`src/include/wdfw_consts.vh`:
```
// Constants for the watchdog and fuse word block
`ifndef WDFW_CONSTS_VH
`define WDFW_CONSTS_VH
// Register indices as printed; byte address is four times the index
`define WDFW_IDX_TIMER_SETUP   16'h0081
`define WDFW_IDX_TIMER_MIRROR  16'h0181
`define WDFW_IDX_FUSE_WORD     16'h2007
`define WDFW_IDX_STATUS        16'h0003
// Special test and configuration space
`define WDFW_IDX_CFG_LO        16'h2000
`define WDFW_IDX_CFG_HI        16'h3fff
// Bus address width
`define WDFW_ADDR_W            16
// Timer setup register fields
`define WDFW_TS_OWNER_BIT      3
`define WDFW_TS_RATIO_HI       2
`define WDFW_TS_RATIO_LO       0
`define WDFW_TS_RESET          8'hff
// Fuse word fields
`define WDFW_FUSE_W            14
`define WDFW_FUSE_CP_HI        5
`define WDFW_FUSE_CP_LO        4
`define WDFW_FUSE_POWER_UP_TIMER_ENABLE_N_BIT    3
`define WDFW_FUSE_WATCHDOG_ENABLE_CFG_BIT     2
`define WDFW_FUSE_OSC_HI       1
`define WDFW_FUSE_OSC_LO       0
// Code protection selector codes
`define WDFW_CP_OFF            2'b11
`define WDFW_CP_HALF           2'b10
`define WDFW_CP_3QTR           2'b01
`define WDFW_CP_ALL            2'b00
// Oscillator selection codes
`define WDFW_OSC_RC            2'b11
`define WDFW_OSC_HS            2'b10
`define WDFW_OSC_XT            2'b01
`define WDFW_OSC_LP            2'b00
// Status register fields
`define WDFW_ST_TIMEOUT_N      0
`define WDFW_ST_WDOG_CAUSE     1
`define WDFW_ST_SLEEPING       2
`define WDFW_ST_POWER_UP_TIMER_BUSY      3
// Bus responses
`define WDFW_RESP_OKAY         2'b00
`define WDFW_RESP_SLVERR       2'b10
`define WDFW_RESP_DECERR       2'b11
// Timing: main clock, watchdog oscillator tick, periods
`define WDFW_CLK_PERIOD_NS     10
`define WDFW_RC_TICK_NS        1000
`define WDFW_WDT_PERIOD_MS     18
`define WDFW_POWER_UP_TIMER_PERIOD_MS    72
`define WDFW_WDT_TICKS         ((`WDFW_WDT_PERIOD_MS * 1000000) / `WDFW_RC_TICK_NS)
`define WDFW_POWER_UP_TIMER_CYCLES       ((`WDFW_POWER_UP_TIMER_PERIOD_MS * 1000000) / `WDFW_CLK_PERIOD_NS)
`endif

```
`src/rtl/wdfw_top.v`:
```
// Watchdog timer with its fuse word, timer setup register and AXI4-Lite slave
// Summary of operation
// - Fuse bits read 0 programmed, at 2007h
// - Config space readable only in programming mode
// - Protection code: 11 off, 10 half, 01 3/4, 00 all
// - Power-up timer enable fuse active low
// - Watchdog enable fuse: 1 on, 0 off
// - Oscillator code: 11 RC, 10 HS, 01 XT, 00 LP
// - Watchdog counts its own RC oscillator ticks
// - Awake time-out gives device reset, recorded
// - Sleeping time-out wakes device instead
// - Fuse-disabled watchdog cannot be software enabled
// - Base time-out period nominally 18 ms
// - Prescaler assignable via timer setup, up to 1:128
// - Kick or sleep clears watchdog, and prescaler only when assigned to it
// - Every time-out clears active-low time-out flag
// - Kick keeps prescaler assignment unchanged
// - Timer setup at 81h/181h, owner bit3, ratio 2:0
// - Power-up timer holds reset 72 ms after power-up
`timescale 1ns/1ps
`include "wdfw_consts.vh"

module wdfw_top #(
  parameter [23:0] WDT_TICKS   = `WDFW_WDT_TICKS,   // Base period in oscillator ticks
  parameter [23:0] POWER_UP_TIMER_CYCLES = `WDFW_POWER_UP_TIMER_CYCLES  // Power-up delay in main clocks
) (
  input  wire                     I_MCLK,         // Main clock
  input  wire                     I_RST,          // Power-on reset, async high
  input  wire                     I_RC_TICK,      // One pulse per watchdog oscillator period
  input  wire                     I_KICK_INSTR,   // Watchdog clear instruction executed
  input  wire                     I_SLEEP_INSTR,  // Sleep instruction executed
  input  wire                     I_PROG_MODE,    // Device in programming mode
  input  wire [`WDFW_FUSE_W-1:0]  I_FUSE_WORD,    // Raw fuse cells
  input  wire [`WDFW_ADDR_W-1:0]  I_AWADDR,       // AXI write address
  input  wire                     I_AWVALID,      // AXI write address valid
  output wire                     O_AWREADY,      // AXI write address ready
  input  wire [31:0]              I_WDATA,        // AXI write data
  input  wire [3:0]               I_WSTRB,        // AXI write strobes
  input  wire                     I_WVALID,       // AXI write data valid
  output wire                     O_WREADY,       // AXI write data ready
  output wire [1:0]               O_BRESP,        // AXI write response
  output wire                     O_BVALID,       // AXI write response valid
  input  wire                     I_BREADY,       // AXI write response ready
  input  wire [`WDFW_ADDR_W-1:0]  I_ARADDR,       // AXI read address
  input  wire                     I_ARVALID,      // AXI read address valid
  output wire                     O_ARREADY,      // AXI read address ready
  output wire [31:0]              O_RDATA,        // AXI read data
  output wire [1:0]               O_RRESP,        // AXI read response
  output wire                     O_RVALID,       // AXI read valid
  input  wire                     I_RREADY,       // AXI read ready
  output wire                     O_WDOG_RESET,   // One-cycle device reset request
  output wire                     O_WAKE,         // One-cycle wake-up request
  output wire                     O_CORE_HOLD,    // Device held in reset by power-up timer
  output wire [2:0]               O_PROT_QTRS,    // Protected quarters of program memory
  output wire [3:0]               O_OSC_MODE      // One-hot: rc, hs, xt, lp
);

  // Byte addresses of the registers
  localparam [`WDFW_ADDR_W-1:0] A_TS   = `WDFW_IDX_TIMER_SETUP << 2;
  localparam [`WDFW_ADDR_W-1:0] A_TSM  = `WDFW_IDX_TIMER_MIRROR << 2;
  localparam [`WDFW_ADDR_W-1:0] A_FUSE = `WDFW_IDX_FUSE_WORD << 2;
  localparam [`WDFW_ADDR_W-1:0] A_ST   = `WDFW_IDX_STATUS << 2;

  // Power-up states, one-hot
  localparam [2:0] PU_LOAD = 3'b001;  // Catch fuse word after reset release
  localparam [2:0] PU_WAIT = 3'b010;  // Power-up timer running
  localparam [2:0] PU_RUN  = 3'b100;  // Device running

  reg [2:0]               pu_q;          // Power-up state
  reg [23:0]              power_up_timer_cnt_q;    // Power-up timer count
  reg [`WDFW_FUSE_W-1:0]  fuse_q;        // Captured fuse word
  reg                     hold_q;        // Core reset hold
  reg [7:0]               ts_q;          // Timer setup register
  reg [7:0]               pre_cnt_q;     // Prescaler count
  reg [23:0]              wdt_cnt_q;     // Watchdog base count
  reg                     to_n_q;        // Active-low time-out flag
  reg                     cause_q;       // Last reset came from watchdog
  reg                     sleep_q;       // Device asleep
  reg                     wrst_q;        // Reset pulse
  reg                     wake_q;        // Wake pulse
  reg [2:0]               prot_q;        // Decoded protection
  reg [3:0]               osc_q;         // Decoded oscillator mode
  reg                     awr_q;         // Write address/data ready
  reg                     bvalid_q;      // Write response valid
  reg [1:0]               bresp_q;       // Write response code
  reg                     arr_q;         // Read address ready
  reg                     rvalid_q;      // Read data valid
  reg [1:0]               rresp_q;       // Read response code
  reg [31:0]              rdata_q;       // Read data

  // Fuse fields
  wire       wdt_on    = fuse_q[`WDFW_FUSE_WATCHDOG_ENABLE_CFG_BIT] & ~hold_q;
  wire       power_up_timer_en_n = I_FUSE_WORD[`WDFW_FUSE_POWER_UP_TIMER_ENABLE_N_BIT];
  wire [1:0] cp_sel    = fuse_q[`WDFW_FUSE_CP_HI:`WDFW_FUSE_CP_LO];
  wire [1:0] osc_sel   = fuse_q[`WDFW_FUSE_OSC_HI:`WDFW_FUSE_OSC_LO];

  // Prescaler owned by watchdog when owner bit is set
  wire       pre_own   = ts_q[`WDFW_TS_OWNER_BIT];
  wire [2:0] ratio     = ts_q[`WDFW_TS_RATIO_HI:`WDFW_TS_RATIO_LO];
  wire [7:0] pre_last  = (8'h01 << ratio) - 8'h01;
  wire       pre_tick  = I_RC_TICK & (~pre_own | (pre_cnt_q == pre_last));
  wire       restart   = I_KICK_INSTR | I_SLEEP_INSTR;
  wire       timeout   = wdt_on & pre_tick & ~restart &
                         (wdt_cnt_q == WDT_TICKS - 24'h000001);

  // Bus transfer strobes
  wire       wr_go = I_AWVALID & I_WVALID & ~awr_q & ~bvalid_q;
  wire       rd_go = I_ARVALID & ~arr_q & ~rvalid_q;
  wire       in_cfg_w = (I_AWADDR[`WDFW_ADDR_W-1:2] >= `WDFW_IDX_CFG_LO) &&
                        (I_AWADDR[`WDFW_ADDR_W-1:2] <= `WDFW_IDX_CFG_HI);
  wire       in_cfg_r = (I_ARADDR[`WDFW_ADDR_W-1:2] >= `WDFW_IDX_CFG_LO) &&
                        (I_ARADDR[`WDFW_ADDR_W-1:2] <= `WDFW_IDX_CFG_HI);
  wire       ts_hit_w = (I_AWADDR == A_TS) | (I_AWADDR == A_TSM);

  // Power-up sequence: catch fuses, then run power-up timer if enabled
  always @(posedge I_MCLK or posedge I_RST) begin
    if (I_RST) begin
      pu_q       <= PU_LOAD;
      power_up_timer_cnt_q <= 24'h000000;
      fuse_q     <= {`WDFW_FUSE_W{1'b1}};
      hold_q     <= 1'b1;
    end else begin
      case (pu_q)
        PU_LOAD: begin
          fuse_q <= I_FUSE_WORD;
          if (!power_up_timer_en_n) begin
            pu_q <= PU_WAIT;
          end else begin
            pu_q   <= PU_RUN;
            hold_q <= 1'b0;
          end
        end
        PU_WAIT: begin
          // Only at power-up; watchdog resets never come back here
          if (power_up_timer_cnt_q == POWER_UP_TIMER_CYCLES - 24'h000001) begin
            pu_q   <= PU_RUN;
            hold_q <= 1'b0;
          end else begin
            power_up_timer_cnt_q <= power_up_timer_cnt_q + 24'h000001;
          end
        end
        PU_RUN: begin
          hold_q <= 1'b0;
        end
        default: begin
          pu_q <= PU_LOAD;
        end
      endcase
    end
  end

  // Fuse decodes for protection and oscillator mode
  always @(posedge I_MCLK or posedge I_RST) begin
    if (I_RST) begin
      prot_q <= 3'h0;
      osc_q  <= 4'h0;
    end else begin
      case (cp_sel)
        `WDFW_CP_OFF:  prot_q <= 3'h0;
        `WDFW_CP_HALF: prot_q <= 3'h2;
        `WDFW_CP_3QTR: prot_q <= 3'h3;
        default:       prot_q <= 3'h4;
      endcase
      case (osc_sel)
        `WDFW_OSC_RC: osc_q <= 4'h8;
        `WDFW_OSC_HS: osc_q <= 4'h4;
        `WDFW_OSC_XT: osc_q <= 4'h2;
        default:      osc_q <= 4'h1;
      endcase
    end
  end

  // Prescaler and watchdog count on oscillator ticks
  always @(posedge I_MCLK or posedge I_RST) begin
    if (I_RST) begin
      pre_cnt_q <= 8'h00;
      wdt_cnt_q <= 24'h000000;
    end else if (!wdt_on) begin
      // Disabled by fuse: nothing in software can start it
      pre_cnt_q <= 8'h00;
      wdt_cnt_q <= 24'h000000;
    end else if (restart) begin
      // Clears watchdog count, and prescaler count only when owned; assignment bit untouched
      wdt_cnt_q <= 24'h000000;
      if (pre_own) begin
        pre_cnt_q <= 8'h00;
      end
    end else if (I_RC_TICK) begin
      // Counts regardless of sleep state
      if (pre_own) begin
        pre_cnt_q <= pre_tick ? 8'h00 : pre_cnt_q + 8'h01;
      end
      if (pre_tick) begin
        wdt_cnt_q <= timeout ? 24'h000000 : wdt_cnt_q + 24'h000001;
      end
    end
  end

  // Time-out effects, sleep tracking and time-out flag
  always @(posedge I_MCLK or posedge I_RST) begin
    if (I_RST) begin
      to_n_q  <= 1'b1;
      cause_q <= 1'b0;
      sleep_q <= 1'b0;
      wrst_q  <= 1'b0;
      wake_q  <= 1'b0;
    end else begin
      wrst_q <= timeout & ~sleep_q;
      wake_q <= timeout & sleep_q;
      if (timeout) begin
        to_n_q <= 1'b0;
        sleep_q <= 1'b0;
        if (!sleep_q) begin
          cause_q <= 1'b1;
        end
      end else if (restart) begin
        to_n_q <= 1'b1;
        if (I_SLEEP_INSTR) begin
          sleep_q <= 1'b1;
        end
      end
    end
  end

  // Write channel: takes address and data together, answers after handshake
  always @(posedge I_MCLK or posedge I_RST) begin
    if (I_RST) begin
      awr_q    <= 1'b0;
      bvalid_q <= 1'b0;
      bresp_q  <= `WDFW_RESP_OKAY;
      ts_q     <= `WDFW_TS_RESET;
    end else begin
      awr_q <= wr_go;
      if (wr_go) begin
        if (ts_hit_w) begin
          bresp_q <= `WDFW_RESP_OKAY;
          if (I_WSTRB[0]) begin
            ts_q <= I_WDATA[7:0];
          end
        end else if (in_cfg_w || I_AWADDR == A_ST) begin
          bresp_q <= `WDFW_RESP_SLVERR;
        end else begin
          bresp_q <= `WDFW_RESP_DECERR;
        end
      end
      // Response raised only once address and data handshake is done
      if (awr_q) begin
        bvalid_q <= 1'b1;
      end else if (bvalid_q && I_BREADY) begin
        bvalid_q <= 1'b0;
      end
    end
  end

  // Read channel: decode at take, data valid after address handshake
  always @(posedge I_MCLK or posedge I_RST) begin
    if (I_RST) begin
      arr_q    <= 1'b0;
      rvalid_q <= 1'b0;
      rresp_q  <= `WDFW_RESP_OKAY;
      rdata_q  <= 32'h00000000;
    end else begin
      arr_q <= rd_go;
      if (rd_go) begin
        rresp_q  <= `WDFW_RESP_OKAY;
        rdata_q  <= 32'h00000000;
        if (I_ARADDR == A_TS || I_ARADDR == A_TSM) begin
          rdata_q <= {24'h000000, ts_q};
        end else if (I_ARADDR == A_ST) begin
          rdata_q <= {28'h0000000, ~hold_q ^ 1'b1, sleep_q, cause_q, to_n_q};
        end else if (in_cfg_r && !I_PROG_MODE) begin
          rresp_q <= `WDFW_RESP_SLVERR;
        end else if (I_ARADDR == A_FUSE) begin
          rdata_q <= {18'h00000, fuse_q};
        end else if (!in_cfg_r) begin
          rresp_q <= `WDFW_RESP_DECERR;
        end
      end
      // Data offered only after the address handshake edge
      if (arr_q) begin
        rvalid_q <= 1'b1;
      end else if (rvalid_q && I_RREADY) begin
        rvalid_q <= 1'b0;
      end
    end
  end

  // Outputs straight from flops
  assign O_AWREADY    = awr_q;
  assign O_WREADY     = awr_q;
  assign O_BVALID     = bvalid_q;
  assign O_BRESP      = bresp_q;
  assign O_ARREADY    = arr_q;
  assign O_RVALID     = rvalid_q;
  assign O_RRESP      = rresp_q;
  assign O_RDATA      = rdata_q;
  assign O_WDOG_RESET = wrst_q;
  assign O_WAKE       = wake_q;
  assign O_CORE_HOLD  = hold_q;
  assign O_PROT_QTRS  = prot_q;
  assign O_OSC_MODE   = osc_q;

endmodule // wdfw_top

```
`config.mk`:
```
export PLATFORM = sky130hd
export DESIGN_NAME = wdfw_top
export DESIGN_NICKNAME = d
export VERILOG_FILES = /design/src/rtl/wdfw_top.v
export VERILOG_INCLUDE_DIRS = /design/src /design/src/include
export SDC_FILE = /design/constraint.sdc
export NUM_CORES = 1
export LEC_CHECK = 0
export ABC_AREA = 1
export BUFFER_PORTS_ARGS = -buffer_cell sky130_fd_sc_hd__clkbuf_2
export CORE_AREA = 2 2 116 118
export CTS_CLUSTER_SIZE = 10
export DETAILED_ROUTE_END_ITERATION = 16
export DIE_AREA = 0 0 118 120
export HOLD_SLACK_MARGIN = 0.03
export PLACE_DENSITY_LB_ADDON = 0.25
export SETUP_SLACK_MARGIN = 0.2
export SYNTH_ARGS = -nofsm -noshare
export SYNTH_HDL_FRONTEND = slang
export SYNTH_SLANG_ARGS = --single-unit
```
`constraint.sdc`:
```
create_clock -name I_MCLK -period 5.7 [get_ports I_MCLK]
set_input_delay 0 -clock I_MCLK [delete_from_list [all_inputs] [get_ports I_MCLK]]
set_output_delay 0 -clock I_MCLK [all_outputs]
set_load 0.03 [all_outputs]
```
# Word level (Yosys, flattened, before mapping)
# Index checks and enable logic that the tools add are counted.
word_totals:
  reg_bits: 134
  inputBits: 93
  output_inout_bits: 51
  elab_cells: 135
classes:
  n_addsub: 4
  order_cmp: 2
  eq_ne: 24
  shifts: 1
  muxes: 39
  bitwise_logic: 25
  n_reduce_logical: 19
ops:
  columns: ["op", "n"]
  rows:
  - ["$mux 24", 5]
  - ["$mux 14", 4]
  - ["$add 24x1->24 const B", 2]
  - ["$mux 8", 6]
  - ["$eq 16x10->1 const B", 2]
  - ["$eq 16x11->1 const B", 2]
  - ["$eq 16x4->1 const B", 2]
  - ["$ge 14x14->1 const B", 2]
  - ["$eq 24x15->1 const B", 1]
  - ["$eq 24x23->1 const B", 1]
  - ["$pmux 3 s3", 2]
  - ["$eq 16x16->1 const B", 1]
  - ["$and 1x1->1", 12]
  - ["$mux 1", 12]
  - ["$mux 2", 6]
  - ["$pmux 4 s3", 1]
  - ["$reduce_and 2->1", 6]
  - ["$not 1->1", 10]
  - ["$add 8x1->8 const B", 1]
  - ["$eq 2x2->1 const B", 4]
  - ["$eq 8x8->1", 1]
  - ["$reduce_bool 2->1", 4]
  - ["$shl 1x3->8 const A", 1]
  - ["$sub 8x1->8 const B", 1]
  - ["15 further kinds", 25]

# Longest topological paths before layout
logic_depth:
  depth_word: 13
  ltp_mapped: 16
  mapped_depth_nobuf: 14

# Worst setup path after synthesis
# No wires, ideal clock.
synth_path:
  path_kind: "register -> register"
  start: "register power_up_timer_cnt_q[1]"
  end: "register power_up_timer_cnt_q[22]"
  setup_time_ns: 0.119
  t_arrival_ns: 1.675
  t_required_ns: 5.581
  setup_slack_ns: 3.906
  path_stages_with_launch: 12
  n_path_buf: 1
  synth_period_minus_slack_ns: 1.794
  path_cell_list: "dfrtp_1 > ha_1 > inv_1 > nor3_2 > inv_2 > nor4_4 > nand3_2 > nand2_4 > inv_4 > buf_6 > nand2_1 > o21ai_2"
synth_between:
  elab_chain_cells: 3
  elab_cells_between_ends: 4
  cone_classes: "add/sub: 1; eq/ne: 1; bitwise: 1; reduce/logical: 1"
synth_lines:
  columns: ["item", "line_no", "source"]
  rows:
  - ["start, declared", "wdfw_top.v:70", "reg [23:0] power_up_timer_cnt_q;"]
  - ["start signal, assigned", "wdfw_top.v:139", "power_up_timer_cnt_q <= power_up_timer_cnt_q + 24'h000001;"]
  - ["branches (longest 3 deep; another with $add 24x1->24)", null, null]
# Parallel ways; which one is timed is not known.
# A chain may end at the register's enable or synchronous reset.

# Worst setup path after layout
layout_path:
  start: "register fuse_q[2]"
  end: "register pre_cnt_q[2]"
layout_between:
  elab_chain_cells: 3
  elab_cells_between_ends: 5
  cone_classes: "eq/ne: 2; mux: 1; bitwise: 1; reduce/logical: 1"
layout_lines:
  columns: ["item", "line_no", "source"]
  rows:
  - ["start, declared", "wdfw_top.v:71", "reg [`WDFW_FUSE_W-1:0] fuse_q;"]
  - ["start signal, assigned", "wdfw_top.v:120", "fuse_q <= {`WDFW_FUSE_W{1'b1}};"]
  - ["$and 1x1->1 (*)", "wdfw_top.v:92", "wire wdt_on = fuse_q[`WDFW_FUSE_WATCHDOG_ENABLE_CFG_BIT] & ~hold_q;"]
  - ["$ne 3x2->1 (no source line) or $ne 2x2->1 (tied branches)", null, null]
  - ["$reduce_and 2->1 (no source line)", null, null]
  - ["end signal, assigned", "wdfw_top.v:191", "pre_cnt_q <= pre_tick ? 8'h00 : pre_cnt_q + 8'h01;"]
  - ["end, declared", "wdfw_top.v:74", "reg [7:0] pre_cnt_q;"]
# Mark *: on every way between the ends. The rest lies on a longest branch, timed or not.

==> metrics.md <==
| Metric | Value |
|---|---|
| Core box area | `13,000 um2` |
| CP Capture Type | `flip-flop` |
| Worst slew pin tran | `1.07 ns` |
| Largest net degree at the start of global routing | `75` |
| Pleak | `3.79 nW` |
| DRT Pass-1 Iters | `5` |
| Vias per cell | `4.94` |
| Worst Setup Slack, final | `2.74 ns` |
| Synth unique cells | `43` |
| Share of post-route cells with drive strength above 1 | `19.3%` |
| Critical R2R Launch | `fuse_q[2]` |
| Vias in the first global route | `5,386` |
| CTS tree | `built` |
| First-pass GRT wire length | `24,900 um` |
| Post-synth EDFFs | `0` |
| Synth async-reset ratio | `100%` |
| Max Root-Sink Buffers | `2` |
| Area Overhead vs Synth | `24.6%` |
| WL final | `14,600 um` |
| Initial antenna violation count | `0` |
| Diode count | `0` |
| Endpoints failing hold | `0` |
| DP Wirelength | `10,100 um` |
| Crit path time final | `2.96 ns` |
| Starting DRT DRC Count | `336` |
| DR DRC count | `0` |
| H-tree depth | `4` |
| Reg2reg setup slack | `2.74 ns` |
| Post-synth top area share | `35.8%` |
| Port bufs | `98` |
| Final cycle utilization of the critical path | `51.9%` |
| Die Y | `120 um` |
| Post-DRT Antenna Nets | `0` |
| FF-to-FF path depth | `8` |
| Peak supply drop | `0.227 mV` |
| Fillers | `1,135` |
| Yosys reg bits | `116` |
| Run status | `complete, no violations` |
| Worst Hold Class | `input port to flip-flop` |
| Fin nets | `1,037` |
| Gpl congestion | `0.953` |
| Setup_tns | `0 ns` |
| Unrepaired setup endpoints after global routing | `false` |
| Arr. time, crit path | `3.29 ns` |
| Cell count after synthesis | `804` |
| Total gr overflow | `0` |
| Setup CP Type | `flip-flop to flip-flop` |
| Max Cap Viol | `0` |
| Crit-path max FO | `23` |
| Synth area leader | `dfrtp_1` |
| Slew HR | `28.4%` |
| Chip Width | `118 um` |
| Synth Area per Inst | `7.90 um2` |
| Die area | `14,200 um2` |
| Crit path from | `fuse_q[2]` |
| Synthesis Warnings | `0` |
| FP Rows | `42` |
| Initial Util | `48.9%` |
| Fraction of the yosys area taken by sequential cells | `46.2%` |
| Clock Pin Slew Worst Setup and Hold Paths | `0.05 ns` |
| CP required | `6.04 ns` |
| Max Slew Vio Count | `0` |
| WL/cell | `12.9 um` |
| Routed vias | `5,567` |
| Startpoint Class | `flip-flop` |
| Total power | `2.16 mW` |
| Pre-CTS setup slack | `2.78 ns` |
| Critical path endpoint | `pre_cnt_q[2]` |
| Pwr dens | `273 nW/um2` |
| Top cells by area, synth | `dfrtp_1 36%, nand2_1 11%, dfstp_2 10%` |
| Worst skew pair latency | `0.41 ns` |
| Max Freq | `338 MHz` |
| CTS buffer count | `17` |
| Root Buffer | `clkbuf_16` |
| Mapped cell area | `6350 um2` |
| Clk sinks | `116` |
| Final Skew | `0.00597 ns` |
| Reg-to-Reg End | `pre_cnt_q[2]` |
| Final setup viols | `0` |
| Top_reg_cell synth | `dfrtp_1` |
| Ports | `144` |
| Gr usage total | `21.6%` |
==> through the flow <==
step	instance area, um2	hold slack [ns]	util [%]	cells
6_report	7910	0.0412	61.0	1128
5_1_grt	7910	0.0723	61.0	1128
4_1_cts	7910	0.0437	61.0	1128
3_5_place_dp	6900	0.0727	53.1	1059
3_3_place_gp	6900	0.0728	53.1	1059
2_1_floorplan	6420	0.107	-	821
==> sequential cells by signal, indices dropped and copies added (netlist names), 2 cells and up <==
| register | cells |
|---|---|
| O_BRESP | 2 |
| O_OSC_MODE | 4 |
| O_PROT_QTRS | 3 |
| O_RDATA | 14 |
| O_RRESP | 2 |
| fuse_q | 14 |
| power_up_timer_cnt_q | 24 |
| pre_cnt_q | 8 |
| pu_q | 3 |
| ts_q | 8 |
| wdt_cnt_q | 24 |
==> per-layer routing <==
metal / track usage (%) / wire, um / vias up
met1: 26.7 / 6530 / 2582
met5: 0 / 0 / -
met3: 5.09 / 547 / 16
met2: 37.6 / 7310 / 119
li1: - / - / 2850
met4: 6.63 / 163 / 0
==> worst min-delay path by stage <==
stage	slack (ns)	cells past startpoint	endpoint	from
2_1_floorplan	0.11	1	O_RRESP[0]	I_ARADDR[15]
3_3_place_gp	0.07	2	O_RVALID	I_RST
3_5_place_dp	0.07	2	power_up_timer_cnt_q[16]	I_RST
4_1_cts	0.04	4	to_n_q	I_RC_TICK
5_1_grt	0.07	3	cause_q	I_RC_TICK
6_report	0.04	4	to_n_q	I_RC_TICK
==> cell usage in the layout (no fill, tap or decap), types with 17 or more instances in the layout <==
master	count
clkbuf_2	98
clkbuf_16	17
dfrtp_1	91
nor2_1	75
conb_1	18
nand2_1	191
o21ai_0	52
xor2_1	24
inv_1	100
nor3_1	35
nand3_1	60
dlygate4sd3_1	37
dfstp_2	25
nand4_1	29
==> report_power, final <==
| part | internal, mW | switching, mW |
|---|---|---|
| combinational | 0.0504 | 0.0987 |
| sequential | 0.838 | 0.00721 |
| clock | 0.786 | 0.378 |
==> cells by family (layout without fill, tap and decap cells) <==
family | Yosys count | in the layout | synth area share, %
other | 1 | 18 | 0.0590
multiplexers | 8 | 8 | 1.42
XOR/XNOR | 31 | 31 | 4.27
adder cells (fa/ha/maj) | 5 | 5 | 0.985
AND/OR/NAND/NOR | 415 | 415 | 29.2
buffers and inverters | 143 | 274 | 10.3
flip-flops | 116 | 116 | 46.2
AO/OA/AOI/OAI | 85 | 85 | 7.66
==> final cells by class <==
cell class,instances,area [um2],share of cell area [%]
timing repair buffer,137,876,11.1
multi-input combinational,562,2840,35.8
tap,176,220,2.78
clock inverter,13,205,2.59
inverter,105,399,5.04
clock buffer,19,443,5.60
sequential,116,2930,37.1
==> cells in the mapped netlist, types with 8 or more instances <==
master    instances
buf_4            23
clkbuf_1          9
dfrtp_1          91
dfstp_2          25
inv_1           101
mux2_2            8
nand2_1         191
nand3_1          60
nand4_1          29
nor2_1           75
nor3_1           36
o21ai_0          52
xor2_1           24
==> repair_timing <==
item	4_1_cts	5_1_grt
buffers inserted	0	0
hold endpoints to repair	80	0
hold buffers	37	0
gates resized for setup	0	0
==> critical path: stages (launching register included) <==
cell and delay [ns]:
dfstp_2 0.51, inv_1 0.05, nor2_1 0.80, nand2_1 0.23, inv_1 0.15, nand2_1 0.44
inv_2 0.45, nor2_2 0.13, nor2_1 0.11
(Power assumes the default switching activity.)
